$ cat config.mk
export PLATFORM = sky130hd
export DESIGN_NAME = phy_mgmt_register_bank
export DESIGN_NICKNAME = d
export VERILOG_FILES = /design/src/hdl/phy_mgmt_pkg.sv /design/src/hdl/mgmt_link_sampler.sv /design/src/hdl/phy_mgmt_register_bank.sv
export SDC_FILE = /design/constraint.sdc
export NUM_CORES = 1
export LEC_CHECK = 0
export BUFFER_PORTS_ARGS = -buffer_cell sky130_fd_sc_hd__buf_2
export CAP_MARGIN = 40
export CORE_UTILIZATION = 59
export DETAILED_ROUTE_END_ITERATION = 8
export GPL_ROUTABILITY_DRIVEN = 1
export GPL_TIMING_DRIVEN = 0
export PLACE_DENSITY = 0.78
export SLEW_MARGIN = 20
export SYNTH_ARGS = -nofsm -noshare
export SYNTH_HDL_FRONTEND = slang
export SYNTH_SLANG_ARGS = --single-unit
$ cat constraint.sdc
create_clock -name sys_clk_in -period 3.3 [get_ports sys_clk_in]
set_input_delay 0.66 -clock sys_clk_in [delete_from_list [all_inputs] [get_ports sys_clk_in]]
set_output_delay 0.66 -clock sys_clk_in [all_outputs]
set_load 0.01 [all_outputs]
$ cat src/hdl/phy_mgmt_pkg.sv
// Shared constants and types for the transceiver management register bank
`default_nettype none
package phy_mgmt_pkg;

	// Transceiver port addresses answered on the management link
	localparam logic [4:0] PORT_ADDR_FIRST = 5'h02;
	localparam logic [4:0] PORT_ADDR_SECOND = 5'h03;

	// Register indexes
	localparam logic [4:0] REG_CTRL = 5'h00;
	localparam logic [4:0] REG_STAT = 5'h01;
	localparam logic [4:0] REG_ID_UPPER = 5'h02;
	localparam logic [4:0] REG_ID_LOWER = 5'h03;
	localparam logic [4:0] REG_ADV = 5'h04;
	localparam logic [4:0] REG_PARTNER = 5'h05;
	localparam logic [4:0] REG_RSVD_HIGH = 5'h1D;
	localparam logic [4:0] REG_SPECIAL = 5'h1F;

	// Control register bit positions
	localparam int CTRL_SPEED_BIT = 13;
	localparam int CTRL_AN_EN_BIT = 12;
	localparam int CTRL_RESTART_BIT = 9;
	localparam int CTRL_DUPLEX_BIT = 8;
	localparam int CTRL_XALG_BIT = 5;
	localparam int CTRL_STRAIGHT_BIT = 4;
	localparam int CTRL_XOFF_BIT = 3;
	localparam int CTRL_FAULT_OFF_BIT = 2;
	localparam int CTRL_TX_OFF_BIT = 1;
	localparam int CTRL_IND_OFF_BIT = 0;
	localparam logic [15:0] CTRL_WMASK = 16'h313F;
	localparam logic [15:0] CTRL_RESET = 16'h3020;

	// Status register layout
	localparam int STAT_DONE_BIT = 5;
	localparam int STAT_FAULT_BIT = 4;
	localparam int STAT_LINK_BIT = 2;
	localparam logic [15:0] STAT_FIXED = 16'h7808;
	localparam logic [15:0] STAT_FIXED_MASK = 16'hFFCB;

	// Advertisement register layout
	localparam logic [15:0] ADV_WMASK = 16'h07E0;
	localparam logic [15:0] ADV_RESET = 16'h05E0;
	localparam logic [15:0] ADV_SELECTOR = 16'h0001;
	localparam logic [15:0] PARTNER_WORD = 16'h0001;
	localparam logic [15:0] ZERO_WORD = 16'h0000;

	// Frame layout
	localparam logic [1:0] OP_READ = 2'h2;
	localparam logic [1:0] OP_WRITE = 2'h1;
	localparam logic [5:0] PRE_LEN = 6'h20;
	localparam logic [5:0] HDR_LAST = 6'h0B;
	localparam logic [5:0] TA_LAST = 6'h01;
	localparam logic [5:0] DATA_LAST = 6'h0F;
	localparam logic [5:0] CNT_ONE = 6'h01;

	typedef enum logic [2:0] {
		S_PRE = 3'b000,
		S_ST = 3'b001,
		S_HDR = 3'b010,
		S_TA = 3'b011,
		S_DATA = 3'b100
	} frame_state_e;

	typedef struct packed {
		logic autoneg_restart;
		logic autoneg_enable;
		logic speed_100;
		logic duplex_full;
		logic crossover_algorithm_select;
		logic crossover_force_straight;
		logic crossover_auto_off;
		logic far_fault_detect_off;
		logic transmit_off;
		logic indicator_off;
	} port_ctrl_s;

	typedef struct packed {
		logic link_up;
		logic autoneg_done;
		logic far_end_fault;
	} port_stat_s;

endpackage : phy_mgmt_pkg
`default_nettype wire

$ cat src/hdl/mgmt_link_sampler.sv
// Synchroniser and rising-edge finder for the management clock and data pins
`timescale 1ns/1ps
`default_nettype none
module mgmt_link_sampler (
	// Clock and reset
	input wire logic sys_clk_in,
	input wire logic rst_in,
	// Link pins
	input wire logic mdc_in,
	input wire logic mdio_in,
	// Sampled link
	output var logic mdc_rise_out,
	output var logic mdio_bit_out
);

	logic mdc_meta_q;
	logic mdc_sync_q;
	logic mdc_prev_q;
	logic mdio_meta_q;
	logic mdio_sync_q;

	// Data and clock take equal delay so the data bit lines up with the edge
	always_ff @(posedge sys_clk_in) begin
		if (rst_in) begin
			mdc_meta_q <= 1'b0;
			mdc_sync_q <= 1'b0;
			mdc_prev_q <= 1'b0;
			mdio_meta_q <= 1'b1;
			mdio_sync_q <= 1'b1;
			mdc_rise_out <= 1'b0;
			mdio_bit_out <= 1'b1;
		end else begin
			mdc_meta_q <= mdc_in;
			mdc_sync_q <= mdc_meta_q;
			mdc_prev_q <= mdc_sync_q;
			mdio_meta_q <= mdio_in;
			mdio_sync_q <= mdio_meta_q;
			mdc_rise_out <= mdc_sync_q & ~mdc_prev_q;
			mdio_bit_out <= mdio_sync_q;
		end
	end

endmodule : mgmt_link_sampler
`default_nettype wire

$ cat src/hdl/phy_mgmt_register_bank.sv
// Management register bank for two copper transceiver ports
`timescale 1ns/1ps
`default_nettype none
module phy_mgmt_register_bank #(
	// Identifier halves; values are arbitrary
	parameter logic [15:0] IDENT_UPPER = 16'hA5A5,
	parameter logic [15:0] IDENT_LOWER = 16'h5A01
) (
	// Clock and reset
	input wire logic sys_clk_in,
	input wire logic rst_in,
	// Management link pins
	input wire logic mdc_in,
	input wire logic mdio_in,
	output var logic mdio_out,
	output var logic mdio_oe_n_out,
	// Per-port state from the transceiver logic
	input wire phy_mgmt_pkg::port_stat_s [1:0] port_stat_in,
	// Per-port settings to the transceiver logic
	output var phy_mgmt_pkg::port_ctrl_s [1:0] port_ctrl_out
);

	function automatic logic reg_known(input logic [4:0] idx);
		return (idx <= phy_mgmt_pkg::REG_PARTNER) ||
			(idx == phy_mgmt_pkg::REG_RSVD_HIGH) ||
			(idx == phy_mgmt_pkg::REG_SPECIAL);
	endfunction : reg_known

	function automatic logic addr_ours(input logic [4:0] addr);
		return (addr == phy_mgmt_pkg::PORT_ADDR_FIRST) ||
			(addr == phy_mgmt_pkg::PORT_ADDR_SECOND);
	endfunction : addr_ours

	function automatic logic frame_hit(input logic [11:0] hdr);
		logic op_ok;
		op_ok = (hdr[11:10] == phy_mgmt_pkg::OP_READ) ||
			(hdr[11:10] == phy_mgmt_pkg::OP_WRITE);
		return op_ok && addr_ours(hdr[9:5]) && reg_known(hdr[4:0]);
	endfunction : frame_hit

	function automatic logic [15:0] stat_word(
		input phy_mgmt_pkg::port_stat_s st,
		input logic fault_off
	);
		logic [15:0] w;
		w = phy_mgmt_pkg::STAT_FIXED;
		w[phy_mgmt_pkg::STAT_DONE_BIT] = st.autoneg_done;
		w[phy_mgmt_pkg::STAT_FAULT_BIT] = st.far_end_fault & ~fault_off;
		w[phy_mgmt_pkg::STAT_LINK_BIT] = st.link_up;
		return w;
	endfunction : stat_word

	function automatic phy_mgmt_pkg::port_ctrl_s ctrl_map(
		input logic [15:0] c,
		input logic restart
	);
		phy_mgmt_pkg::port_ctrl_s s;
		s.autoneg_restart = restart;
		s.autoneg_enable = c[phy_mgmt_pkg::CTRL_AN_EN_BIT];
		s.speed_100 = c[phy_mgmt_pkg::CTRL_SPEED_BIT];
		s.duplex_full = c[phy_mgmt_pkg::CTRL_DUPLEX_BIT] &
			~c[phy_mgmt_pkg::CTRL_AN_EN_BIT];
		s.crossover_algorithm_select = c[phy_mgmt_pkg::CTRL_XALG_BIT];
		s.crossover_force_straight = c[phy_mgmt_pkg::CTRL_STRAIGHT_BIT] &
			c[phy_mgmt_pkg::CTRL_XOFF_BIT];
		s.crossover_auto_off = c[phy_mgmt_pkg::CTRL_XOFF_BIT];
		s.far_fault_detect_off = c[phy_mgmt_pkg::CTRL_FAULT_OFF_BIT];
		s.transmit_off = c[phy_mgmt_pkg::CTRL_TX_OFF_BIT];
		s.indicator_off = c[phy_mgmt_pkg::CTRL_IND_OFF_BIT];
		return s;
	endfunction : ctrl_map

	logic mdc_rise;
	logic mdio_bit;
	phy_mgmt_pkg::frame_state_e state_q;
	phy_mgmt_pkg::frame_state_e state_d;
	logic [5:0] cnt_q;
	logic [5:0] cnt_d;
	logic [11:0] hdr_q;
	logic [15:0] shift_q;
	logic [15:0] ctrl_q [2];
	logic [15:0] adv_q [2];
	phy_mgmt_pkg::port_stat_s [1:0] stat_q;
	logic [15:0] rd_word;

	mgmt_link_sampler u_sampler (
		.sys_clk_in(sys_clk_in),
		.rst_in(rst_in),
		.mdc_in(mdc_in),
		.mdio_in(mdio_in),
		.mdc_rise_out(mdc_rise),
		.mdio_bit_out(mdio_bit)
	);

	// Header fields, stable once the header has been shifted in
	wire [11:0] hdr_next = {hdr_q[10:0], mdio_bit};
	wire [1:0] hdr_op = hdr_q[11:10];
	wire [4:0] hdr_reg = hdr_q[4:0];
	wire hdr_port = (hdr_q[9:5] == phy_mgmt_pkg::PORT_ADDR_SECOND);
	wire rd_frame = (hdr_op == phy_mgmt_pkg::OP_READ);
	wire hdr_done = (state_q == phy_mgmt_pkg::S_HDR) &&
		(cnt_q == phy_mgmt_pkg::HDR_LAST);
	wire ta_last = (state_q == phy_mgmt_pkg::S_TA) &&
		(cnt_q == phy_mgmt_pkg::TA_LAST);
	wire data_last = (state_q == phy_mgmt_pkg::S_DATA) &&
		(cnt_q == phy_mgmt_pkg::DATA_LAST);
	wire [15:0] wr_data = {shift_q[14:0], mdio_bit};
	wire wr_commit = mdc_rise && data_last &&
		(hdr_op == phy_mgmt_pkg::OP_WRITE);
	wire ctrl_wr = wr_commit && (hdr_reg == phy_mgmt_pkg::REG_CTRL);
	wire adv_wr = wr_commit && (hdr_reg == phy_mgmt_pkg::REG_ADV);
	wire restart_req = ctrl_wr && wr_data[phy_mgmt_pkg::CTRL_RESTART_BIT];
	wire [1:0] restart_hit = {restart_req && hdr_port,
		restart_req && !hdr_port};

	// Read selection; unlisted bits of every word stay zero
	always_comb begin
		if (hdr_reg == phy_mgmt_pkg::REG_CTRL) begin
			rd_word = ctrl_q[hdr_port];
		end else if (hdr_reg == phy_mgmt_pkg::REG_STAT) begin
			rd_word = stat_word(stat_q[hdr_port],
				ctrl_q[hdr_port][phy_mgmt_pkg::CTRL_FAULT_OFF_BIT]);
		end else if (hdr_reg == phy_mgmt_pkg::REG_ID_UPPER) begin
			rd_word = IDENT_UPPER;
		end else if (hdr_reg == phy_mgmt_pkg::REG_ID_LOWER) begin
			rd_word = IDENT_LOWER;
		end else if (hdr_reg == phy_mgmt_pkg::REG_ADV) begin
			rd_word = adv_q[hdr_port] | phy_mgmt_pkg::ADV_SELECTOR;
		end else if (hdr_reg == phy_mgmt_pkg::REG_PARTNER) begin
			rd_word = phy_mgmt_pkg::PARTNER_WORD;
		end else begin
			rd_word = phy_mgmt_pkg::ZERO_WORD;
		end
	end

	// Frame sequencer: preamble, start, header, turnaround, data
	always_comb begin
		state_d = state_q;
		cnt_d = cnt_q;
		if (mdc_rise) begin
			case (state_q)
				phy_mgmt_pkg::S_PRE: begin
					if (mdio_bit) begin
						if (cnt_q != phy_mgmt_pkg::PRE_LEN) begin
							cnt_d = cnt_q + phy_mgmt_pkg::CNT_ONE;
						end
					end else if (cnt_q == phy_mgmt_pkg::PRE_LEN) begin
						state_d = phy_mgmt_pkg::S_ST;
						cnt_d = '0;
					end else begin
						cnt_d = '0;
					end
				end
				phy_mgmt_pkg::S_ST: begin
					state_d = mdio_bit ? phy_mgmt_pkg::S_HDR : phy_mgmt_pkg::S_PRE;
					cnt_d = '0;
				end
				phy_mgmt_pkg::S_HDR: begin
					if (cnt_q == phy_mgmt_pkg::HDR_LAST) begin
						// Foreign addresses and unknown indexes are not answered
						state_d = frame_hit(hdr_next) ? phy_mgmt_pkg::S_TA :
							phy_mgmt_pkg::S_PRE;
						cnt_d = '0;
					end else begin
						cnt_d = cnt_q + phy_mgmt_pkg::CNT_ONE;
					end
				end
				phy_mgmt_pkg::S_TA: begin
					if (cnt_q == phy_mgmt_pkg::TA_LAST) begin
						state_d = phy_mgmt_pkg::S_DATA;
						cnt_d = '0;
					end else begin
						cnt_d = cnt_q + phy_mgmt_pkg::CNT_ONE;
					end
				end
				phy_mgmt_pkg::S_DATA: begin
					if (cnt_q == phy_mgmt_pkg::DATA_LAST) begin
						state_d = phy_mgmt_pkg::S_PRE;
						cnt_d = '0;
					end else begin
						cnt_d = cnt_q + phy_mgmt_pkg::CNT_ONE;
					end
				end
				default: begin
					state_d = phy_mgmt_pkg::S_PRE;
					cnt_d = '0;
				end
			endcase
		end
	end

	always_ff @(posedge sys_clk_in) begin
		if (rst_in) begin
			state_q <= phy_mgmt_pkg::S_PRE;
			cnt_q <= '0;
		end else begin
			state_q <= state_d;
			cnt_q <= cnt_d;
		end
	end

	// Header and data shifters; read data is loaded at the turnaround's end
	always_ff @(posedge sys_clk_in) begin
		if (rst_in) begin
			hdr_q <= '0;
			shift_q <= '0;
		end else if (mdc_rise) begin
			if (state_q == phy_mgmt_pkg::S_HDR) begin
				hdr_q <= hdr_next;
			end
			shift_q <= ta_last ? rd_word : wr_data;
		end
	end

	// Pin drive: zero in the second turnaround bit, then data MSB first
	always_ff @(posedge sys_clk_in) begin
		if (rst_in) begin
			mdio_out <= 1'b1;
			mdio_oe_n_out <= 1'b1;
		end else if (mdc_rise && rd_frame) begin
			if ((state_q == phy_mgmt_pkg::S_TA) && !ta_last) begin
				mdio_oe_n_out <= 1'b0;
				mdio_out <= 1'b0;
			end else if (ta_last) begin
				mdio_out <= rd_word[15];
			end else if (data_last) begin
				mdio_oe_n_out <= 1'b1;
				mdio_out <= 1'b1;
			end else if (state_q == phy_mgmt_pkg::S_DATA) begin
				mdio_out <= shift_q[14];
			end
		end
	end

	// Writable fields only; fixed bits keep their values
	always_ff @(posedge sys_clk_in) begin
		if (rst_in) begin
			ctrl_q[0] <= phy_mgmt_pkg::CTRL_RESET;
			ctrl_q[1] <= phy_mgmt_pkg::CTRL_RESET;
			adv_q[0] <= phy_mgmt_pkg::ADV_RESET;
			adv_q[1] <= phy_mgmt_pkg::ADV_RESET;
		end else if (ctrl_wr) begin
			ctrl_q[hdr_port] <= wr_data & phy_mgmt_pkg::CTRL_WMASK;
		end else if (adv_wr) begin
			adv_q[hdr_port] <= wr_data & phy_mgmt_pkg::ADV_WMASK;
		end
	end

	// Live port state, zero after reset
	always_ff @(posedge sys_clk_in) begin
		if (rst_in) begin
			stat_q <= '0;
		end else begin
			stat_q <= port_stat_in;
		end
	end

	// Settings to the port logic
	always_ff @(posedge sys_clk_in) begin
		if (rst_in) begin
			port_ctrl_out[0] <= ctrl_map(phy_mgmt_pkg::CTRL_RESET, 1'b0);
			port_ctrl_out[1] <= ctrl_map(phy_mgmt_pkg::CTRL_RESET, 1'b0);
		end else begin
			port_ctrl_out[0] <= ctrl_map(ctrl_q[0], restart_hit[0]);
			port_ctrl_out[1] <= ctrl_map(ctrl_q[1], restart_hit[1]);
		end
	end
endmodule : phy_mgmt_register_bank
`default_nettype wire

==> Flow_metrics.wiki, run 1 <==
{| class="wikitable"
! Metric !! Value
|-
| Outcome || finished, final reports clean
|-
| Data required time of the critical path || 3.36 ns
|-
| TritonCTS clock tree || yes
|-
| CP cell instances || nor3b_1 -> and4b_1 -> nand2_1 -> nor2_1 -> or2_2
|-
| Achievable clock frequency || between 300 and 400 MHz
|-
| Switching power total || roughly 0.53 mW
|-
| Total number of H-tree levels || 3
|-
| Per-cell routed wire length || ~17 um
|-
| Congestion Overflow GR || 0
|-
| Largest incremental delay on the critical path || around 0.51 ns
|-
| Slew HR || a little over 60%
|-
| Aggregate routed wire length || between 9 and 10 mm
|-
| Fraction of the mapped netlist area in compound gates || about a tenth
|-
| CTS max path bufs || 2
|-
| Post-route ant nets || 0
|-
| Average vias per placed instance || 5.82
|-
| Placer Congestion || a little under 0.9
|-
| Power share of the sequential group || roughly three fifths
|-
| Crit share post-route || ~77%
|-
| Wire length on met2 || ~4.8 mm
|-
| Max layer used || met4
|-
| Adder and majority cell fraction of the synthesized area || less than 1%
|-
| Post-Synthesis Cell Area || 4410 sq um
|-
| Number of max-cap violations || 0
|-
| Number of placed I/O pins || 32
|-
| Clock edge transition at the registers on the reported setup and hold paths || approximately 0.10 ns
|-
| Worst clock skew || 0.0156 ns
|-
| Iteration-0 DRC Markers || roughly 270
|-
| Clock buffer count from CTS || 9
|-
| Fraction of post-synthesis cell area in the top cell type by area || roughly a third
|-
| Die X || 88.5 um
|-
| Arrival time at the worst endpoint || 2.61 ns
|-
| Share of post-route cells with drive strength above 1 || roughly 18%
|-
| Kind of end point of the critical path || flop
|-
| Cell chosen for the clock root || clkbuf_8
|-
| Yosys reg bits || approximately 100
|-
| Nets in the synthesized netlist || roughly 460
|-
| Count of flip-flops with a built-in enable after synthesis || 30
|-
| Setup TNS || 0 ns
|-
| Number of unique standard cell types used by synthesis || 60
|-
| Growth of design area from synthesis to finish || 10.7%
|-
| Global-route wire length before repair || about 16 mm
|-
| Mux cell area share after synthesis || approximately 3.8%
|-
| Cell type group with the largest total delay on the critical path || simple AND/OR/NAND/NOR gates
|-
| Setup repair after global routing missed its margin || no
|-
| Initial antenna violation count || 0
|-
| Fraction of the yosys area taken by sequential cells || a little over half
|-
| Simple-gate portion of the synthesized area || roughly 27%
|-
| Clock group share of total power || a little over a third
|-
| Number of pins exceeding their max-slew limit in the final report || 0
|-
| Final design utilization || about two thirds
|-
| Area share of xor/xnor cells in the synthesized design || 0.993%
|-
| Via count of the first global-routing pass || about 3,100
|-
| Maximum number of pins on one net before global-route repair || 20
|-
| Overall global routing resource usage || a little over a quarter
|-
| Relative contribution of combinational cells to total power || under 10%
|-
| Vertical extent of the die || ~90 um
|-
| Via count || approximately 3,500
|-
| Ys flop type || dfxtp_1
|-
| Die area || 7820 sq um
|-
| Top cells by area, synth || dfxtp_1 (32%), edfxtp_1 (20%), nand2_1 (4.1%), nor2_1 (3.5%), nor2b_1 (2.8%)
|-
| Number of cells produced by synthesis || 450
|-
| Routed length on met3 || 501 um
|-
| Syn. warnings || 0
|-
| Area of the placeable core || 7250 sq um
|-
| Cell with the largest stage delay on the worst path || nor3b_1
|-
| Class of the worst hold path || reg -> reg
|-
| Number of post-CTS setup repair buffers || 0
|-
| Setup-failing EPs final || 0
|-
| Synth Area per Inst || between 9 and 10 sq um
|-
| Clk Latency, worst-skew pair || 0.38 ns
|-
| Cell Int Power || between 1.5 and 2 mW
|-
| Measured slew at the worst slew-check pin || between 0.5 and 0.6 ns
|-
| Half-perimeter wire length after detailed placement || 7.03 mm
|-
| Area leader, netlist || dfxtp_1
|-
| Combinational family with the most area after synthesis || simple AND/OR/NAND/NOR gates
|-
| Fillers || slightly below 600
|-
| Wire length on met1 || approximately 4.3 mm
|-
| Power per Cell Area || roughly 440 nW/um^2
|-
| Total inserted antenna cells || 0
|-
| Lkg Pwr || between 1.5 and 2 nW
|-
| DRC violation count after routing || 0
|-
| Resized Gates After CTS || 0
|-
| Final count of hold timing violations || 0
|-
| I/O Buffers || 31
|-
| Num rows || 31
|-
| Clock period minus final worst setup slack || approximately 2.6 ns
|-
| CP Buf/Inv Count || 0
|-
| Initial cell density of the core || between 60% and 70%
|-
| Worst setup path category || reg -> reg
|-
| Number of sinks on the clock net || roughly 100
|-
| Largest vdd supply drop || ~240 uV
|-
| Fin nets || about 500
|-
| Async set-or-reset flop fraction in the synthesized netlist || 0%
|-
| Maximum fanout along the worst path || 10
|-
| Switching share of power || 24.6%
|-
| Iteration count of the initial detailed-routing pass || 7
|-
| Critical Path Source Type || flop
|-
| Hold Buf Count CTS || 0
|}
[per-layer routing]
| layer | track usage, % | up-vias |
|---|---|---|
| met1 | 36.3 | 1636 |
| met4 | 11.4 | 0 |
| met5 | 0 | - |
| li1 | - | 1676 |
| met2 | 44.9 | 136 |
| met3 | 4.10 | 21 |
[state kept, by name (all words and copies together), names as in the netlist]
name / count
port_ctrl_out: 20
ctrl_q: 18
shift_q: 15
adv_q: 12
hdr_q: 12
cnt_q: 6
stat_q: 6
state_q: 3
mdio_oe_n_out: 1
mdio_out: 1
u_sampler.mdc_meta_q: 1
u_sampler.mdc_prev_q: 1
u_sampler.mdc_rise_out: 1
u_sampler.mdc_sync_q: 1
u_sampler.mdio_bit_out: 1
u_sampler.mdio_meta_q: 1
u_sampler.mdio_sync_q: 1
[cells in the final DEF (no fill, tap or decap), types with 3 or more instances in the layout]
cell type  instances
dfxtp_1           71
nand2_1           48
nor2_1            41
buf_2             35
edfxtp_1          30
a21oi_1           22
nor2b_1           20
clkbuf_1          17
nand3_1           17
and2_1            17
or2_2             15
or3_1             15
nor3_1            14
o21ai_0           11
mux2i_1            9
clkbuf_8           9
inv_1              8
nor3b_1            6
mux2_2             6
buf_4              5
a211oi_1           4
nand3b_1           4
a311oi_1           4
xor2_1             4
nand4b_1           3
nor4b_1            3
a31oi_1            3
o2111ai_1          3
and3_1             3
ha_1               3
[cell type report]
type	instances	area (sq um)	area share (%)
clock buffer	9	124	2.54
clock inverter	7	68.8	1.41
inverter	8	30.0	0.615
timing repair buffer	31	155	3.18
tap	99	124	2.54
multi-input combinational	313	1910	39.2
buffer	28	144	2.95
sequential	101	2320	47.6
[worst paths after layout]
path | start | endpoint | slack [ns] | depth (start not counted)
hold reg to reg | u_sampler.mdc_prev_q$_SDFF_PP0_ | u_sampler.mdc_rise_out$_SDFF_PP0_ | 0.39 | 1
setup reg to reg | state_q[2]$_SDFFE_PP0P_ | ctrl_q[0][0]$_SDFFCE_PN0P_ | 0.75 | 5
hold / removal | u_sampler.mdc_prev_q$_SDFF_PP0_ | u_sampler.mdc_rise_out$_SDFF_PP0_ | 0.39 | 1
setup / recovery | state_q[2]$_SDFFE_PP0P_ | ctrl_q[0][0]$_SDFFCE_PN0P_ | 0.75 | 5
[per-stage QoR]
stage | total power [mW] | setup slack, ns | cell area, sq um | hold slack (ns) | instances
6_report | 2.15 | 0.750 | 4880 | 0.395 | 596
5_1_grt | 2.22 | 0.598 | 4880 | 0.421 | 596
4_1_cts | 2.16 | 0.714 | 4880 | 0.401 | 596
3_5_place_dp | 1.43 | 0.535 | 4690 | 0.386 | 580
3_3_place_gp | 1.42 | 0.578 | 4690 | 0.376 | 580
2_1_floorplan | 1.39 | 1.29 | 4410 | 0.367 | 450
[power by group through the flow]
| stage | Sequential [mW] | Combinational (mW) | Clock, mW |
|---|---|---|---|
| after floorplan | 1.34 | 0.0550 | 0 |
| after global placement | 1.34 | 0.0835 | 0 |
| after detailed placement | 1.34 | 0.0863 | 0 |
| after CTS | 1.31 | 0.0865 | 0.764 |
| after global routing | 1.31 | 0.0960 | 0.808 |
| final | 1.31 | 0.0861 | 0.756 |
[synth_stat cells, drive strengths merged (2+ instances only)]
library cell,instances
dfxtp,71
nand2,49
nor2,42
edfxtp,30
a21oi,22
nor2b,20
and2,17
clkbuf,17
nand3,17
nor3,15
or2,15
or3,15
buf,11
o21ai,11
mux2i,9
inv,8
mux2,7
nor3b,6
a211oi,4
a311oi,4
nand3b,4
xor2,4
a31oi,3
and3,3
ha,3
nand4b,3
nor4b,3
o2111ai,3
a221o,2
a221oi,2
a32oi,2
a41o,2
and4,2
nand2b,2
o221ai,2
o22ai,2
or3b,2
[kinds of logic (layout without fill, tap and decap cells)]
| kind of cell | count (synthesis) | after routing |
|---|---|---|
| buffers and inverters | 36 | 83 |
| AND/OR/NAND/NOR | 221 | 221 |
| XOR/XNOR | 5 | 5 |
| flip-flops | 101 | 101 |
| AO/OA/AOI/OAI | 68 | 68 |
| adder cells (fa/ha/maj) | 3 | 3 |
| multiplexers | 16 | 16 |
(Power assumes the default switching activity.)
==> run 2, diff against run 1 <==
- CORE_UTILIZATION: 59 -> 54
- PLACE_DENSITY: 0.78 -> 0.75
- clock period: 3.3 -> 2.34 ns (I/O delays scaled with it)
==> Flow_metrics.wiki, run 2 (synthesized netlist as in run 1, its figures left out) <==
{| class="wikitable"
! Metric !! Value
|-
| Outcome || finished, final reports clean
|-
| Worst path setup slack after routing || ~0.16 ns
|-
| Initial cell density of the core || 56.5%
|-
| TritonCTS clock tree || yes
|-
| Maximum fanout along the worst path || 10
|-
| Worst setup path category || reg -> reg
|-
| Global-route wire length before repair || 16.4 mm
|-
| Clock period minus final worst setup slack || 2.18 ns
|-
| Critical Path Start || hdr_q[5]$_SDFFE_PP0P_
|-
| Lkg Pwr || ~1.7 nW
|-
| Register with the most flip-flops || port_ctrl_out
|-
| Share of post-route cells with drive strength above 1 || between 10% and 20%
|-
| Measured slew at the worst slew-check pin || around 0.63 ns
|-
| Clock buffer count from CTS || 9
|-
| I/O Buffers || 31
|-
| Initial antenna violation count || 0
|-
| Iteration-0 DRC Markers || between 300 and 400
|-
| Final count of hold timing violations || 0
|-
| Count of placed standard cells including taps || between 500 and 600
|-
| Achievable clock frequency || ~460 MHz
|-
| Number of max-cap violations || 0
|-
| Number of placed I/O pins || 32
|-
| Worst hold-check slack || between 0.2 and 0.3 ns
|-
| Setup repair after global routing missed its margin || no
|-
| Aggregate routed wire length || ~10 mm
|-
| Number of non-filler instances in the completed layout || between 500 and 600
|-
| DRC violation count after routing || 0
|-
| Power per Cell Area || 644 nW/um^2
|-
| Average vias per placed instance || 5.88
|-
| Flip-flop count of the largest register, all copies and words added || 20
|-
| Data required time of the critical path || 2.41 ns
|-
| Clk Latency, worst-skew pair || about 0.36 ns
|-
| Maximum number of pins on one net before global-route repair || 18
|-
| Arrival time at the worst endpoint || 2.25 ns
|-
| Total number of H-tree levels || 3
|-
| Worst clock skew || about 0.013 ns
|-
| Slew HR || between 50 and 60%
|-
| Crit share post-route || 93.2%
|-
| Post-route ant nets || 0
|-
| Setup-failing EPs final || 0
|-
| Overall global routing resource usage || between 20% and 30%
|-
| Setup TNS || 0 ns
|-
| R2r startpoint || hdr_q[5]$_SDFFE_PP0P_
|-
| Final Instance Area || about 4900 sq um
|-
| Via count of the first global-routing pass || 3,428
|-
| Clock edge transition at the registers on the reported setup and hold paths || 0.10 ns
|-
| Standard cell area after detailed placement || 4690 sq um
|-
| Final design utilization || 63.3%
|-
| Vertical extent of the die || about 90 um
|-
| Num rows || 32
|-
| Via count || between 3,000 and 4,000
|-
| Growth of design area from synthesis to finish || 12.0%
|-
| Leading cell type in the layout, fill and taps excluded || dfxtp_1
|-
| Critical Path Source Type || flop
|-
| Iteration count of the initial detailed-routing pass || 5
|-
| Number of sinks on the clock net || 101
|-
| Fin nets || 505
|-
| Power after layout || between 3 and 4 mW
|-
| Hold_sp || mdio_in
|-
| CTS max path bufs || 2
|-
| Cell chosen for the clock root || clkbuf_8
|-
| Placer Congestion || 0.927
|-
| Die area || 8530 sq um
|-
| Total inserted antenna cells || 0
|-
| Commonest cells after routing, fill and taps aside || dfxtp_1 (71), nand2_1 (47), nor2_1 (38)
|-
| Die X || a little over 90 um
|-
| Half-perimeter wire length after detailed placement || about 7.3 mm
|-
| Number of pins exceeding their max-slew limit in the final report || 0
|-
| Hold Buf Count CTS || 0
|-
| Largest vdd supply drop || between 300 and 400 uV
|-
| Worst Setup Slack post-DPL || -0.182 ns
|-
| Class of the worst hold path || in -> reg
|-
| Congestion Overflow GR || 0
|-
| Kind of end point of the critical path || flop
|-
| Area of the placeable core || between 7000 and 8000 sq um
|-
| Leading registers by flop count || port_ctrl_out: 20 flops, ctrl_q: 18 flops, shift_q: 15 flops
|-
| Per-cell routed wire length || around 17 um
|}
## run 2: worst max-delay path, stage by stage, from the launching register on
cell	delay [ns]
dfxtp_1	0.39
or3b_4	0.44
nor2_8	0.22
buf_6	0.22
nand2_2	0.19
nor2_2	0.20
or2_2	0.22
## run 2: per-layer routing
| metal | share of wire [%] | track usage (%) | up-vias |
|---|---|---|---|
| li1 | - | - | 1668 |
| met5 | 0 | 0 | - |
| met2 | 48 | 41.9 | 156 |
| met3 | 6.4 | 5.09 | 32 |
| met4 | 3.1 | 10.3 | 0 |
| met1 | 43 | 31.7 | 1666 |
## run 2: what timing repair did
action	in CTS	in global routing
buffers inserted	0	0
endpoints found under the setup margin	18	16
gates resized for setup	4	4
cloned	0	0
## run 2: power by group
part           leakage [nW]  internal (mW)  total (mW)  switching [mW]
clock                 0.105          0.608        1.21           0.603
sequential            0.831           1.83        1.85          0.0194
combinational         0.799         0.0475       0.123          0.0756
## run 2: path summary, 6_finish.rpt
path	to	slack [ns]	depth (start not counted)
max	adv_q[1][5]$_SDFFCE_PN1P_	0.16	6
min	u_sampler.mdio_meta_q$_SDFF_PP1_	0.30	2
max reg2reg	adv_q[1][5]$_SDFFCE_PN1P_	0.16	6
min reg2reg	u_sampler.mdc_rise_out$_SDFF_PP0_	0.39	1
## run 2: area by class of cell
type / instances / area, sq um
Sequential cell: 101 / 2320
Clock buffer: 9 / 124
Multi-Input combinational cell: 313 / 1940
Timing Repair Buffer: 31 / 155
Inverter: 8 / 30.0
Clock inverter: 7 / 98.8
Fill cell: 653 / 2870
Tap cell: 102 / 128
Buffer: 28 / 144
==> run 3, diff against run 2 <==
- clock period: 2.34 -> 2 ns (I/O delays scaled with it)
==> Flow_metrics.wiki, run 3 (synthesized netlist as in run 1, its figures left out) <==
{| class="wikitable"
! Metric !! Value
|-
| Overall global routing resource usage || roughly a quarter
|-
| Cell Int Power || 2.91 mW
|-
| Register-to-Register Path Depth || 5
|-
| Relative contribution of combinational cells to total power || approximately 4.1%
|-
| TritonCTS clock tree || yes
|-
| Power after layout || about 3.7 mW
|-
| Iteration-0 DRC Markers || around 360
|-
| Clock group share of total power || about 38%
|-
| Initial cell density of the core || 56.5%
|-
| Die area || approximately 8500 sq um
|-
| Clock buffer count from CTS || 9
|-
| CTS max path bufs || 2
|-
| Flip-flop count of the largest register, all copies and words added || 20
|-
| I/O Buffers || 31
|-
| Crit share post-route || around 99%
|-
| Share of post-route cells with drive strength above 1 || roughly a quarter
|-
| Power per Cell Area || ~730 nW/um^2
|-
| Cell with the largest stage delay on the worst path || or3_1
|-
| Arrival time at the worst endpoint || approximately 2.3 ns
|-
| Min-Delay Endpoint || u_sampler.mdio_meta_q$_SDFF_PP1_
|-
| Class of the worst hold path || in -> reg
|-
| Worst clock skew || roughly 0.013 ns
|-
| Kind of end point of the critical path || flop
|-
| Commonest cells after routing, fill and taps aside || dfxtp_1 (67), nand2_1 (47), nor2_1 (37)
|-
| Achievable clock frequency || approximately 500 MHz
|-
| Worst setup slack for register-to-register paths || approximately 0.015 ns
|-
| Final Instance Area || 5130 sq um
|-
| Register with the most flip-flops || port_ctrl_out
|-
| Average vias per placed instance || 5.93
|-
| Capture instance of the worst register-to-register path || shift_q[5]$_SDFFE_PP0P_
|-
| Num rows || 32
|-
| Largest incremental delay on the critical path || between 0.4 and 0.5 ns
|-
| Number of sinks on the clock net || about 100
|-
| Number of placed I/O pins || 32
|-
| Initial antenna violation count || 0
|-
| CP cell instances || clkbuf_1 -> or3_1 -> nor2_1 -> a32oi_1 -> o21a_1
|-
| Growth of design area from synthesis to finish || 16.5%
|-
| Leading registers by flop count || port_ctrl_out: 20 flops, ctrl_q: 18 flops, shift_q: 15 flops
|-
| Standard cell area after detailed placement || 4690 sq um
|-
| Worst path setup slack after routing || 0.0150 ns
|-
| Data required time of the critical path || about 2.3 ns
|-
| Setup-failing EPs final || 0
|-
| Aggregate routed wire length || 10.5 mm
|-
| Slew HR || roughly 60%
|-
| Per-cell routed wire length || roughly 17 um
|-
| Clock period minus final worst setup slack || between 1.5 and 2 ns
|-
| Number of max-cap violations || 0
|-
| Switching share of power || between 20 and 25%
|-
| Final count of hold timing violations || 0
|-
| Area of the placeable core || 7810 sq um
|-
| Vertical extent of the die || ~92 um
|-
| Hold_sp || mdio_in
|-
| Largest vdd supply drop || a little under 400 uV
|-
| Maximum fanout along the worst path || 8
|-
| Leading cell type in the layout, fill and taps excluded || dfxtp_1
|-
| Half-perimeter wire length after detailed placement || 7.35 mm
|-
| Worst hold path depth || 2
|-
| Via count || about 3,600
|-
| Lkg Pwr || roughly 1.8 nW
|-
| Iteration count of the initial detailed-routing pass || 8
|-
| Critical Path Source Type || flop
|-
| Power share of the sequential group || 57.8%
|-
| Cell chosen for the clock root || clkbuf_8
|-
| Congestion Overflow GR || 0
|-
| Total number of H-tree levels || 3
|-
| Total inserted antenna cells || 0
|-
| Switching power total || 0.829 mW
|-
| Post-route ant nets || 0
|-
| Die X || between 90 and 100 um
|-
| Measured slew at the worst slew-check pin || approximately 0.60 ns
|-
| Placer Congestion || between 0.9 and 1
|-
| Clock edge transition at the registers on the reported setup and hold paths || approximately 0.10 ns
|-
| DRC violation count after routing || 0
|-
| Worst setup path category || reg -> reg
|-
| Fin nets || a little over 500
|-
| Via count of the first global-routing pass || between 3,000 and 4,000
|-
| Worst Setup Slack post-DPL || -0.505 ns
|-
| Count of placed standard cells including taps || between 500 and 600
|-
| R2r startpoint || hdr_q[2]$_SDFFE_PP0P_
|-
| Worst hold-check slack || between 0.2 and 0.25 ns
|-
| Number of non-filler instances in the completed layout || a little over 600
|-
| Global-route wire length before repair || 16.8 mm
|-
| Outcome || finished, final reports clean
|-
| Maximum number of pins on one net before global-route repair || 18
|-
| Number of pins exceeding their max-slew limit in the final report || 0
|-
| Clk Latency, worst-skew pair || about 0.36 ns
|}
## run 3: area by class of cell
class	instances	area (sq um)
Buffer	28	161
Clock buffer	9	124
Clock inverter	7	98.8
Fill cell	622	2670
Inverter	8	30.0
Multi-Input combinational cell	315	2050
Sequential cell	101	2330
Tap cell	102	128
Timing Repair Buffer	38	220
## run 3: power groups by stage
stage	sequential, mW	clock (mW)	combinational (mW)
after CTS	2.16	1.44	0.151
after detailed placement	2.21	0	0.142
after global routing	2.17	1.53	0.168
after floorplan	2.21	0	0.0908
final	2.17	1.42	0.154
after global placement	2.21	0	0.137
## run 3: critical path: cells and delay by family (launching register included)
kind	cells	cell delay [ns]
simple gates	2	0.91
buf+inv	1	0.20
compound gates	2	0.47
flops	1	0.31
## run 3: worst max path at each step
| stage | startpoint | endpoint | slack (ns) | depth (start not counted) |
|---|---|---|---|---|
| final | hdr_q[2]$_SDFFE_PP0P_ | shift_q[5]$_SDFFE_PP0P_ | 0.02 | 5 |
| after global routing | cnt_q[1]$_SDFFE_PP0P_ | shift_q[0]$_SDFFE_PP0P_ | -0.01 | 8 |
| after CTS | cnt_q[1]$_SDFFE_PP0P_ | adv_q[0][2]$_SDFFCE_PN1P_ | 0.006 | 6 |
| after detailed placement | cnt_q[0]$_SDFFE_PP0P_ | ctrl_q[0][2]$_SDFFCE_PN0P_ | -0.50 | 6 |
| after global placement | cnt_q[0]$_SDFFE_PP0P_ | ctrl_q[0][8]$_SDFFCE_PN1P_ | -0.45 | 6 |
| after floorplan | hdr_q[5]$_SDFFE_PP0P_ | ctrl_q[1][0]$_SDFFCE_PN0P_ | 0.07 | 6 |
## run 3: per-layer routing
| layer | part of all wire, % | track usage [%] | wire length [um] |
|---|---|---|---|
| met1 | 41 | 31.8 | 4330 |
| met2 | 48 | 42.7 | 5060 |
| met3 | 6.4 | 5.17 | 671 |
| met4 | 3.8 | 12.5 | 396 |
| met5 | 0 | 0 | 0 |
## run 3: timing repair
item,CTS,global route
hold buffers,0,0
gates cloned,2,0
pin swaps,2,4
setup endpoints to repair,62,61
setup buffers,4,3
gates resized for setup,20,24
## run 3: metrics by stage
stage	util, %	setup TNS (ns)
floorplan	-	0
global placement	60.1	-10.70
CTS	64.5	0
finish	65.8	0
global route	65.8	-0.0214
detailed placement	60.1	-12.37
